--- config.mk ---
export PLATFORM = sky130hd
export DESIGN_NAME = mcs_clock_selector
export DESIGN_NICKNAME = d
export VERILOG_FILES = /design/src/pkg/mcs_pkg.sv /design/src/hw/mcs_clock_selector.sv /design/src/hw/mcs_divider.sv
export VERILOG_INCLUDE_DIRS = /design/src /design/src/pkg
export SDC_FILE = /design/constraint.sdc
export NUM_CORES = 1
export LEC_CHECK = 0
export ABC_AREA = 1
export BUFFER_PORTS_ARGS = -buffer_cell sky130_fd_sc_hd__buf_2
export CAP_MARGIN = 20
export CORE_MARGIN = 2
export CORE_UTILIZATION = 56
export CTS_BUF_LIST = sky130_fd_sc_hd__clkbuf_16
export DETAILED_ROUTE_END_ITERATION = 10
export GPL_TIMING_DRIVEN = 0
export PLACE_DENSITY_LB_ADDON = 0.05
export SLEW_MARGIN = 20
export SYNTH_ARGS = -nofsm -noshare
export SYNTH_HDL_FRONTEND = slang
export SYNTH_SLANG_ARGS = --single-unit
--- constraint.sdc ---
create_clock -name clk_i -period 3.97 [get_ports clk_i]
set_clock_uncertainty 0.2 [all_clocks]
set_input_delay 0 -clock clk_i [delete_from_list [all_inputs] [get_ports clk_i]]
set_output_delay 0 -clock clk_i [all_outputs]
set_load 0.01 [all_outputs]
--- src/pkg/mcs_defs.svh ---
// register offsets, field positions, reset values and division ratios of the clock block
`ifndef MCS_DEFS_SVH
`define MCS_DEFS_SVH

// register indices; byte address on the bus is four times the index
`define MCS_IDX_CSEL 8'h14
`define MCS_IDX_PCTL 8'h15
`define MCS_IDX_STAT 8'h16

// reset values and writable-bit masks
`define MCS_CSEL_RST 8'h00
`define MCS_PCTL_RST 8'h00
`define MCS_CSEL_WMASK 8'hEF
`define MCS_PCTL_WMASK 8'h4F

// clock_select_reg fields
`define MCS_CSEL_EXT_SEL 0
`define MCS_CSEL_DIV4 1
`define MCS_CSEL_FAST 2
`define MCS_CSEL_HALVE 3
`define MCS_CSEL_TLCD 5
`define MCS_CSEL_OSC_LO 6
`define MCS_CSEL_OSC_HI 7

// peripheral_clock_ctl fields
`define MCS_PCTL_PUMP 0
`define MCS_PCTL_BEEP 1
`define MCS_PCTL_CHOP_LO 2
`define MCS_PCTL_CHOP_HI 3
`define MCS_PCTL_DBL_EN 6

// division ratios held as twice the divisor, so halves are exact
`define MCS_D2_ICYC_00 12'h00D
`define MCS_D2_ICYC_01 12'h019
`define MCS_D2_ICYC_10 12'h004
`define MCS_D2_ICYC_11 12'h008
`define MCS_D2_ADC_25 12'h032
`define MCS_D2_ADC_50 12'h064
`define MCS_D2_DBL_200 12'h190
`define MCS_D2_DBL_100 12'h0C8
`define MCS_D2_EXT_32 12'h040
`define MCS_D2_EXT_8 12'h010
`define MCS_D2_BEEP_250 12'h1F4
`define MCS_D2_BEEP_375 12'h2EE
`define MCS_D2_CLK_500 12'h3E8
`define MCS_D2_CLK_1000 12'h7D0

// largest conversion resolution in bits
`define MCS_ADC_MAX_N 5'h10

`endif

--- src/pkg/mcs_pkg.sv ---
// types shared by the clock block modules
package mcs_pkg;

    // divisor carried as twice its value
    typedef logic [11:0] mcs_div2_t;

    // adc conversion sequencer
    typedef enum logic [0:0] {
        MCS_ADC_IDLE = 1'b0,
        MCS_ADC_RUN = 1'b1
    } mcs_adc_state_t;

endpackage : mcs_pkg

--- src/hw/mcs_clock_selector.sv ---
// clock source selection, dividers and register slave of the mcu clock block
`timescale 1ns/10ps
// Overview of operation
// - internal 1 MHz and external 32768 Hz sources
// - master clock: internal, external, or external halved
// - secondary clock is master or master over four
// - control pair gates the two oscillators
// - sleep stops both oscillators
// - instruction cycle divides master by 6.5/12.5/2/4
// - N-bit conversion gets two-to-the-N sample clocks
// - ADC sample clock is master over 25 or 50
// - beeper from secondary or external over eight
// - seven consumer outputs from six dividers; timer and LCD share one clock
// - doubler clock from master or external over 32
// - chopper signal constant or secondary over 500/1000
// - timer and LCD clock selection
`include "mcs_defs.svh"
module mcs_clock_selector
    import mcs_pkg::*;
#(
    parameter int ADC_CW = 17
) (
    // clock and reset
    input logic clk_i,
    input logic rst_i,
    // wishbone slave
    input logic wb_cyc_i,
    input logic wb_stb_i,
    input logic wb_we_i,
    input logic [7:0] wb_adr_i,
    input logic [3:0] wb_sel_i,
    input logic [31:0] wb_dat_i,
    output logic [31:0] wb_dat_o,
    output logic wb_ack_o,
    // oscillators and sleep
    input logic int_osc_clk_i,
    input logic ext_osc_clk_i,
    input logic sleep_i,
    output logic int_osc_en_o,
    output logic ext_osc_en_o,
    // master and secondary ticks
    output logic master_tick_o,
    output logic secondary_tick_o,
    // consumer clocks
    output logic doubler_clk_o,
    output logic adc_clk_o,
    output logic icyc_clk_o,
    output logic chopper_ctl_o,
    output logic beep_clk_o,
    output logic timer_clk_o,
    output logic lcd_clk_o,
    // adc conversion sequencing
    input logic adc_start_i,
    input logic [4:0] adc_res_i,
    output logic adc_busy_o,
    output logic adc_done_o
);

    // byte address match for a register index
    function automatic logic reg_hit(input logic [7:0] adr, input logic [7:0] idx);
        reg_hit = (adr == {idx[5:0], 2'b00});
    endfunction : reg_hit

    logic [7:0] csel_reg;
    logic [7:0] pctl_reg;
    logic ack;
    logic int_q;
    logic ext_q;
    logic half_ph;
    logic [1:0] div4_cnt;
    logic dbl_out;
    logic chop_out;
    mcs_adc_state_t adc_state;
    logic [ADC_CW-1:0] adc_cnt;
    logic icyc_clk;
    logic adc_clk;
    logic adc_tick;
    logic dbl_clk;
    logic beep_clk;
    logic chop_clk;
    logic tlcd_clk;

    // field decode
    wire ext_sel = csel_reg[`MCS_CSEL_EXT_SEL];
    wire div4_sel = csel_reg[`MCS_CSEL_DIV4];
    wire fast_sel = csel_reg[`MCS_CSEL_FAST];
    wire halve_sel = csel_reg[`MCS_CSEL_HALVE];
    wire tlcd_sel = csel_reg[`MCS_CSEL_TLCD];
    wire osc_lo = csel_reg[`MCS_CSEL_OSC_LO];
    wire osc_hi = csel_reg[`MCS_CSEL_OSC_HI];
    wire pump_sel = pctl_reg[`MCS_PCTL_PUMP];
    wire beep_sel = pctl_reg[`MCS_PCTL_BEEP];
    wire [1:0] chop_sel = pctl_reg[`MCS_PCTL_CHOP_HI:`MCS_PCTL_CHOP_LO];
    wire doubler_en = pctl_reg[`MCS_PCTL_DBL_EN];

    // bus decode; reads of unmapped words return zero, writes there are dropped
    wire bus_req = wb_cyc_i & wb_stb_i;
    wire hit_csel = reg_hit(wb_adr_i, `MCS_IDX_CSEL);
    wire hit_pctl = reg_hit(wb_adr_i, `MCS_IDX_PCTL);
    wire hit_stat = reg_hit(wb_adr_i, `MCS_IDX_STAT);
    wire wr_lane = bus_req & wb_we_i & ack & wb_sel_i[0];
    wire [7:0] stat_val = {4'h0, sleep_i, adc_busy_o, ext_osc_en_o, int_osc_en_o};
    wire [7:0] rd_byte = hit_csel ? csel_reg :
                         hit_pctl ? pctl_reg :
                         hit_stat ? stat_val : 8'h00;
    // unwritable bits are masked here so they always read back as zero
    wire [7:0] next_csel = (wr_lane & hit_csel) ? (wb_dat_i[7:0] & `MCS_CSEL_WMASK) : csel_reg;
    wire [7:0] next_pctl = (wr_lane & hit_pctl) ? (wb_dat_i[7:0] & `MCS_PCTL_WMASK) : pctl_reg;

    // one wait state: ack rises the cycle after the request, write lands with ack
    always_ff @(posedge clk_i) begin
        if (rst_i) begin
            ack <= 1'b0;
            wb_dat_o <= 32'h00000000;
            csel_reg <= `MCS_CSEL_RST;
            pctl_reg <= `MCS_PCTL_RST;
        end else begin
            ack <= bus_req & ~ack;
            if (bus_req & ~ack) begin
                wb_dat_o <= {24'h000000, rd_byte};
            end
            csel_reg <= next_csel;
            pctl_reg <= next_pctl;
        end
    end
    assign wb_ack_o = ack;

    // oscillator gating: 00 both, 10 external only, 01 and 11 internal only
    wire next_int_en = ~sleep_i & ~(osc_hi & ~osc_lo);
    wire next_ext_en = ~sleep_i & ~osc_lo;

    // source edges count only while that oscillator is enabled
    wire int_tick = int_osc_clk_i & ~int_q & int_osc_en_o;
    wire ext_tick = ext_osc_clk_i & ~ext_q & ext_osc_en_o;
    // switching to a still-settling oscillator is the software's hazard
    wire master_tick = ext_sel ? (ext_tick & (~halve_sel | half_ph)) : int_tick;
    wire sec_tick = master_tick & (~div4_sel | (div4_cnt == 2'h3));

    // sources and prescalers
    always_ff @(posedge clk_i) begin
        if (rst_i) begin
            int_q <= 1'b0;
            ext_q <= 1'b0;
            half_ph <= 1'b0;
            div4_cnt <= 2'h0;
            int_osc_en_o <= 1'b0;
            ext_osc_en_o <= 1'b0;
            master_tick_o <= 1'b0;
            secondary_tick_o <= 1'b0;
        end else begin
            int_q <= int_osc_clk_i;
            ext_q <= ext_osc_clk_i;
            int_osc_en_o <= next_int_en;
            ext_osc_en_o <= next_ext_en;
            master_tick_o <= master_tick;
            secondary_tick_o <= sec_tick;
            if (ext_tick) begin
                half_ph <= ~half_ph;
            end
            if (master_tick) begin
                div4_cnt <= div4_cnt + 2'h1;
            end
        end
    end

    // ratio selection for each consumer
    wire [11:0] icyc_d2 = fast_sel ? (div4_sel ? `MCS_D2_ICYC_11 : `MCS_D2_ICYC_10) :
                                     (div4_sel ? `MCS_D2_ICYC_01 : `MCS_D2_ICYC_00);
    wire [11:0] adc_d2 = div4_sel ? `MCS_D2_ADC_50 : `MCS_D2_ADC_25;
    wire dbl_src = ext_sel ? ext_tick : master_tick;
    wire [11:0] dbl_d2 = ext_sel ? `MCS_D2_EXT_32 :
                         pump_sel ? `MCS_D2_DBL_100 : `MCS_D2_DBL_200;
    wire beep_src = (beep_sel & ext_sel) ? ext_tick : sec_tick;
    wire [11:0] beep_d2 = ~beep_sel ? `MCS_D2_BEEP_250 :
                          ext_sel ? `MCS_D2_EXT_8 : `MCS_D2_BEEP_375;
    wire [11:0] chop_d2 = chop_sel[0] ? `MCS_D2_CLK_1000 : `MCS_D2_CLK_500;
    wire tlcd_src = tlcd_sel ? ext_tick : sec_tick;
    wire [11:0] tlcd_d2 = tlcd_sel ? `MCS_D2_EXT_32 : `MCS_D2_CLK_1000;

    // one divider per consumer clock
    mcs_divider #(.W(12)) u_icyc (
        .clk_i(clk_i),
        .rst_i(rst_i),
        .tick_i(master_tick),
        .div2_i(icyc_d2),
        .clk_o(icyc_clk),
        .tick_o()
    );
    mcs_divider #(.W(12)) u_adc (
        .clk_i(clk_i),
        .rst_i(rst_i),
        .tick_i(master_tick),
        .div2_i(adc_d2),
        .clk_o(adc_clk),
        .tick_o(adc_tick)
    );
    mcs_divider #(.W(12)) u_dbl (
        .clk_i(clk_i),
        .rst_i(rst_i),
        .tick_i(dbl_src),
        .div2_i(dbl_d2),
        .clk_o(dbl_clk),
        .tick_o()
    );
    mcs_divider #(.W(12)) u_beep (
        .clk_i(clk_i),
        .rst_i(rst_i),
        .tick_i(beep_src),
        .div2_i(beep_d2),
        .clk_o(beep_clk),
        .tick_o()
    );
    mcs_divider #(.W(12)) u_chop (
        .clk_i(clk_i),
        .rst_i(rst_i),
        .tick_i(sec_tick),
        .div2_i(chop_d2),
        .clk_o(chop_clk),
        .tick_o()
    );
    mcs_divider #(.W(12)) u_tlcd (
        .clk_i(clk_i),
        .rst_i(rst_i),
        .tick_i(tlcd_src),
        .div2_i(tlcd_d2),
        .clk_o(tlcd_clk),
        .tick_o()
    );

    // consumer outputs; doubler is held low while disabled
    always_ff @(posedge clk_i) begin
        if (rst_i) begin
            dbl_out <= 1'b0;
            chop_out <= 1'b0;
        end else begin
            dbl_out <= dbl_clk & doubler_en;
            chop_out <= chop_sel[1] ? chop_clk : chop_sel[0];
        end
    end
    assign doubler_clk_o = dbl_out;
    assign adc_clk_o = adc_clk;
    assign icyc_clk_o = icyc_clk;
    assign chopper_ctl_o = chop_out;
    assign beep_clk_o = beep_clk;
    assign timer_clk_o = tlcd_clk;
    assign lcd_clk_o = tlcd_clk;

    // conversion length; resolutions above MCS_ADC_MAX_N (16 bits) are clamped to it
    wire [4:0] adc_n = (adc_res_i > `MCS_ADC_MAX_N) ? `MCS_ADC_MAX_N : adc_res_i;
    wire [ADC_CW-1:0] adc_target = {{(ADC_CW - 1){1'b0}}, 1'b1} << adc_n;
    wire [ADC_CW-1:0] adc_cnt_inc = adc_cnt + {{(ADC_CW - 1){1'b0}}, 1'b1};
    wire adc_last = adc_tick & (adc_cnt_inc == adc_target);

    // sample-clock counter for one conversion; a start while busy is ignored
    always_ff @(posedge clk_i) begin
        if (rst_i) begin
            adc_state <= MCS_ADC_IDLE;
            adc_cnt <= {ADC_CW{1'b0}};
            adc_done_o <= 1'b0;
        end else begin
            adc_done_o <= 1'b0;
            case (adc_state)
                MCS_ADC_IDLE: begin
                    if (adc_start_i) begin
                        adc_cnt <= {ADC_CW{1'b0}};
                        adc_state <= MCS_ADC_RUN;
                    end
                end
                MCS_ADC_RUN: begin
                    if (adc_tick) begin
                        adc_cnt <= adc_cnt_inc;
                    end
                    if (adc_last) begin
                        adc_done_o <= 1'b1;
                        adc_state <= MCS_ADC_IDLE;
                    end
                end
                default: begin
                    adc_state <= MCS_ADC_IDLE;
                end
            endcase
        end
    end
    assign adc_busy_o = (adc_state == MCS_ADC_RUN);

    property p_sleep_stop;
        @(posedge clk_i) disable iff (rst_i) sleep_i |=> !int_osc_en_o && !ext_osc_en_o;
    endproperty
    a_sleep_stop: assert property (p_sleep_stop) else $error("oscillator on in sleep");

    property p_ext_only;
        @(posedge clk_i) disable iff (rst_i)
            !sleep_i && osc_hi && !osc_lo |=> !int_osc_en_o && ext_osc_en_o;
    endproperty
    a_ext_only: assert property (p_ext_only) else $error("external-only gating wrong");

    property p_int_only;
        @(posedge clk_i) disable iff (rst_i)
            !sleep_i && osc_lo |=> int_osc_en_o && !ext_osc_en_o;
    endproperty
    a_int_only: assert property (p_int_only) else $error("internal-only gating wrong");

    property p_both_on;
        @(posedge clk_i) disable iff (rst_i)
            !sleep_i && !osc_hi && !osc_lo |=> int_osc_en_o && ext_osc_en_o;
    endproperty
    a_both_on: assert property (p_both_on) else $error("both oscillators not enabled");

    property p_ext_direct;
        @(posedge clk_i) disable iff (rst_i)
            ext_sel && !halve_sel && ext_osc_en_o && ext_osc_clk_i && !ext_q
            |=> master_tick_o;
    endproperty
    a_ext_direct: assert property (p_ext_direct) else $error("external edge lost");

    property p_sec_equal;
        @(posedge clk_i) disable iff (rst_i) !div4_sel |=> secondary_tick_o == master_tick_o;
    endproperty
    a_sec_equal: assert property (p_sec_equal) else $error("secondary differs from master");

    property p_dbl_off;
        @(posedge clk_i) disable iff (rst_i) !doubler_en ##1 !doubler_en |-> !doubler_clk_o;
    endproperty
    a_dbl_off: assert property (p_dbl_off) else $error("doubler clock while disabled");

    property p_chop_const;
        @(posedge clk_i) disable iff (rst_i)
            chop_sel == 2'b01 ##1 chop_sel == 2'b01 |-> chopper_ctl_o;
    endproperty
    a_chop_const: assert property (p_chop_const) else $error("chopper not held high");

    property p_bus_ack;
        @(posedge clk_i) disable iff (rst_i) bus_req && !ack |=> wb_ack_o ##1 !wb_ack_o;
    endproperty
    a_bus_ack: assert property (p_bus_ack) else $error("bus answer timing wrong");

    property p_adc_start;
        @(posedge clk_i) disable iff (rst_i)
            adc_start_i && !adc_busy_o |=> adc_busy_o && adc_cnt == {ADC_CW{1'b0}};
    endproperty
    a_adc_start: assert property (p_adc_start) else $error("conversion did not start");

endmodule : mcs_clock_selector

--- src/hw/mcs_divider.sv ---
// fractional clock divider driven by a tick enable
`timescale 1ns/10ps
module mcs_divider #(
    parameter int W = 12
) (
    // clock and reset
    input logic clk_i,
    input logic rst_i,
    // source tick and ratio, twice the divisor
    input logic tick_i,
    input logic [W-1:0] div2_i,
    // divided level and period-start pulse
    output logic clk_o,
    output logic tick_o
);

    logic [W-1:0] acc;
    logic [W-1:0] div2_q;

    // step by two half units per tick; wrap keeps the remainder so odd
    // ratios alternate adjacent period lengths
    wire [W:0] sum = {1'b0, acc} + {{(W - 1){1'b0}}, 2'b10};
    wire wrap = tick_i & (sum >= {1'b0, div2_q});
    wire [W:0] rem = sum - {1'b0, div2_q};
    wire [W-1:0] next_acc = wrap ? rem[W-1:0] : sum[W-1:0];
    wire next_clk = ({next_acc, 1'b0} < {1'b0, div2_q});

    // ratio is taken only at a wrap, so a new setting never cuts a period short
    always_ff @(posedge clk_i) begin
        if (rst_i) begin
            acc <= {W{1'b0}};
            div2_q <= {{(W - 2){1'b0}}, 2'b10};
            clk_o <= 1'b0;
            tick_o <= 1'b0;
        end else begin
            tick_o <= wrap;
            if (tick_i) begin
                acc <= next_acc;
                clk_o <= next_clk;
            end
            if (wrap) begin
                div2_q <= div2_i;
            end
        end
    end

    property p_acc_bound;
        @(posedge clk_i) disable iff (rst_i) acc < div2_q;
    endproperty
    a_acc_bound: assert property (p_acc_bound) else $error("divider phase overran");

    property p_wrap_pulse;
        @(posedge clk_i) disable iff (rst_i) wrap |=> tick_o ##1 !tick_o || wrap;
    endproperty
    a_wrap_pulse: assert property (p_wrap_pulse) else $error("period pulse wrong");

endmodule : mcs_divider

==> metrics.cfg <==
[power]
total_leakage_power_uw=0.00713
swShare_pct=34.2
seq_power_share_pct=32.6
p_int_uw=3280
power_frac_comb_pct=32.3
clock_power_share_pct=35.1
ir_worst_vdd_mv=0.329
power_density_nw_per_um2=338
p_sw_uw=1700

[finish]
drive_above_1_share_pct=19.6
nets=2144
regMostFlops=adc_cnt
final_area_um2=14700
layout_common_cells=399 x nand2_1, 255 x inv_1, 127 x dfxtp_1
top_regs=adc_cnt x17, u_icyc.acc x12
mostFrequentLayoutCell=nand2_1
largest_reg_flops=17
area_delta_synth_final_pct=23.4

[run]
cap_violations=0

[clocking]
cts_tree=done
clk_pin_slew_worst_paths_ns=0.06
clock_tree.root_cell=clkbuf_16
cts_buffers=17
htree_levels=4
clock_path_buffers=2
clock_latency_ns=0.44
clock-sinks=150

[yosys]
synth_area_leaders=dfxtp_1 25%, nand2_1 13%, ha_1 9.1%, inv_1 8.4%, a21oi_1 5.2%
ys_seq_area_share_pct=25.2
synth_ff_type=dfxtp_1
yosys.area.top_type_share_pct=25.2
syn-mean-instance-area_um2=6.54
synth_top_cell_by_area=dfxtp_1
yosys.cell_types.count=63
mappedNetlistArea_um2=11900
synthCells=1826
synth_edf_count=0
yosys_warnings=0
synth-async-reset-ratio_pct=0
ys_ff_latch=150

[sta]
max_freq_ghz=0.249
worst_pin_slew_ns=0.979
setup-violations-final=1
rsz0062_at_grt=yes
hold_violations=0
layout_min_cycle_time_ns=4.01
slew_viol_final=0
layout_setup_ws_ns=-0.0417
fin_hold_ws_ns=0.0133
tns_ns=-0.0417
timing.slew.headroom_pct=34.8
final.period_utilization_pct=101

[worst_setup_path]
critPathLaunch=u_tlcd.acc[6]$_SDFFE_PP0P_
max_stage_delay_ns=0.38
cp_top_family=simple AND/OR/NAND/NOR gates
cpMaxStageDelayCell=ha_1
cp.depth=25
path_class=flip-flop to flip-flop
cp-end-kind=flip-flop
critPathArrivalTime_ns=4.18
startpoint_type=flip-flop
critPathBufInv=4
r2r_cells=25
cp.required_ns=4.14
crit_top_cell=nand2_1
worstPathMaxFanout=6
r2r-start=u_tlcd.acc[6]$_SDFFE_PP0P_

[die]
rows=53
start_util_pct=57.0
io_pins=104
die_h_um=150
die_x_um=150
dieArea_um2=22500
core-area_um2=21000

[global_routing]
grt.total_usage_pct=29.7
grt_overflow_total=0
grt_pass1_wl_um=53500
antenna_found_initial=0
grt_pass1_vias=11100
grt_max_degree=17

[min_path]
hold_path_depth=5
min-delay-start=rst_i
min_path_type=input pin to flip-flop

[run_status]
violations=negative setup slack
outcome=finished with violations

[place]
place_area_um2=12600
place_ws_ns=-0.624
dp_hpwl_um=24700
port_buffers=50
gp_congestion=0.919

[route]
routed_wl_um=34500
vias_per_cell=5.44
vias=12400
drcViolationCount=0
drt_iter0_drc=720
drtPass1Iterations=7
postRouteAntennaNets=0
wl_per_cell_um=15.1

-- per-stage QoR --
stage / util [%] / total power, uW / instances
after detailed placement: 60.2 / 2950 / 2175
after global routing: 70.3 / 5240 / 2284
final: 70.3 / 4980 / 2285
after CTS: 66.3 / 4780 / 2254
after floorplan: - / 2670 / 1850
after global placement: 60.2 / 2930 / 2175
-- timing repair --
| item | 4_1_cts | 5_1_grt |
|---|---|---|
| hold endpoints to repair | 33 | 0 |
| gates cloned | 0 | 0 |
| pin swaps | 27 | 68 |
| resized for setup | 64 | 145 |
| hold buffers | 31 | 0 |
| endpoints found under the setup margin | 5 | 6 |
| buffers inserted | 17 | 30 |
-- power groups by stage --
stage	registers, uW	clock network [uW]	logic (uW)
global placement	1650	0	1280
global route	1630	1830	1790
detailed placement	1650	0	1300
finish	1620	1750	1610
CTS	1620	1760	1400
floorplan	1640	0	1030
-- worst register-to-register path, cell delays in order, from the launching register on --
cell,delay (ns)
dfxtp_2,0.35
nand2_1,0.09
nor3_4,0.24
nand2_2,0.11
xnor2_1,0.16
ha_1,0.38
nand2_2,0.10
buf_4,0.14
inv_1,0.07
nand2_1,0.06
nand3_1,0.14
nand2_1,0.08
nand2_1,0.11
nand2_2,0.07
buf_6,0.16
nor2_2,0.10
xor2_1,0.24
inv_1,0.08
ha_1,0.21
a221oi_4,0.31
nand2_1,0.08
nor2_1,0.11
nand2_1,0.10
nand2_1,0.09
nand2_1,0.05
a21oi_1,0.11
-- worst paths after layout --
kind,end,slack [ns]
max,u_tlcd.clk_o$_SDFFE_PP0P_,-0.04
max reg2reg,u_tlcd.clk_o$_SDFFE_PP0P_,-0.04
min,u_chop.acc[3]$_SDFFE_PP0P_,0.01
min reg2reg,doubler_clk_o$_SDFF_PP0_,0.24
-- layout make-up --
class                      count  area, um^2
clock buffer                  17         425
multi-input combinational   1349        8290
sequential                   150        3050
antenna                        1        2.50
clock inverter                15         203
fill                        1829        6220
buffer                        68         437
timing repair buffer         128         913
inverter                     282        1070
tap                          275         344
-- metal layers --
layer | GRT usage [%] | part of all wire (%)
met5 | 0 | 0
met4 | 10.8 | 2.7
met3 | 3.54 | 5.0
met2 | 49.5 | 48
met1 | 39.7 | 44
-- synth_stat cells (5+ instances only) --
cell	instances
nand2_1	417
inv_1	266
dfxtp_1	150
nor2_1	139
a21oi_1	124
nand3_1	120
o21ai_0	104
ha_1	87
xor2_1	61
nand4_1	36
buf_4	30
clkbuf_1	25
o211ai_1	25
nor3_1	24
nand2_2	20
o21ai_1	19
o21bai_1	19
xnor2_1	18
nor2_2	15
inv_2	10
a211oi_1	8
a31oi_1	8
buf_2	7
or2_2	7
nand3_2	6
nand3b_1	6
nor2_4	5
-- logic make-up (layout without fill, tap and decap cells) --
kind of cell,count (synthesis),after routing,synth area share (%)
and+or+nand+nor,818,818,30.8
other,1,26,0.0314
AOI/OAI and AO/OA,335,335,16.0
buffers and inverters,351,510,12.3
adders and majority gates,90,90,9.62
muxes,1,1,0.0839
DFF,150,150,25.2
xor gates and xnor gates,80,80,5.93
(Power assumes the default switching activity.)
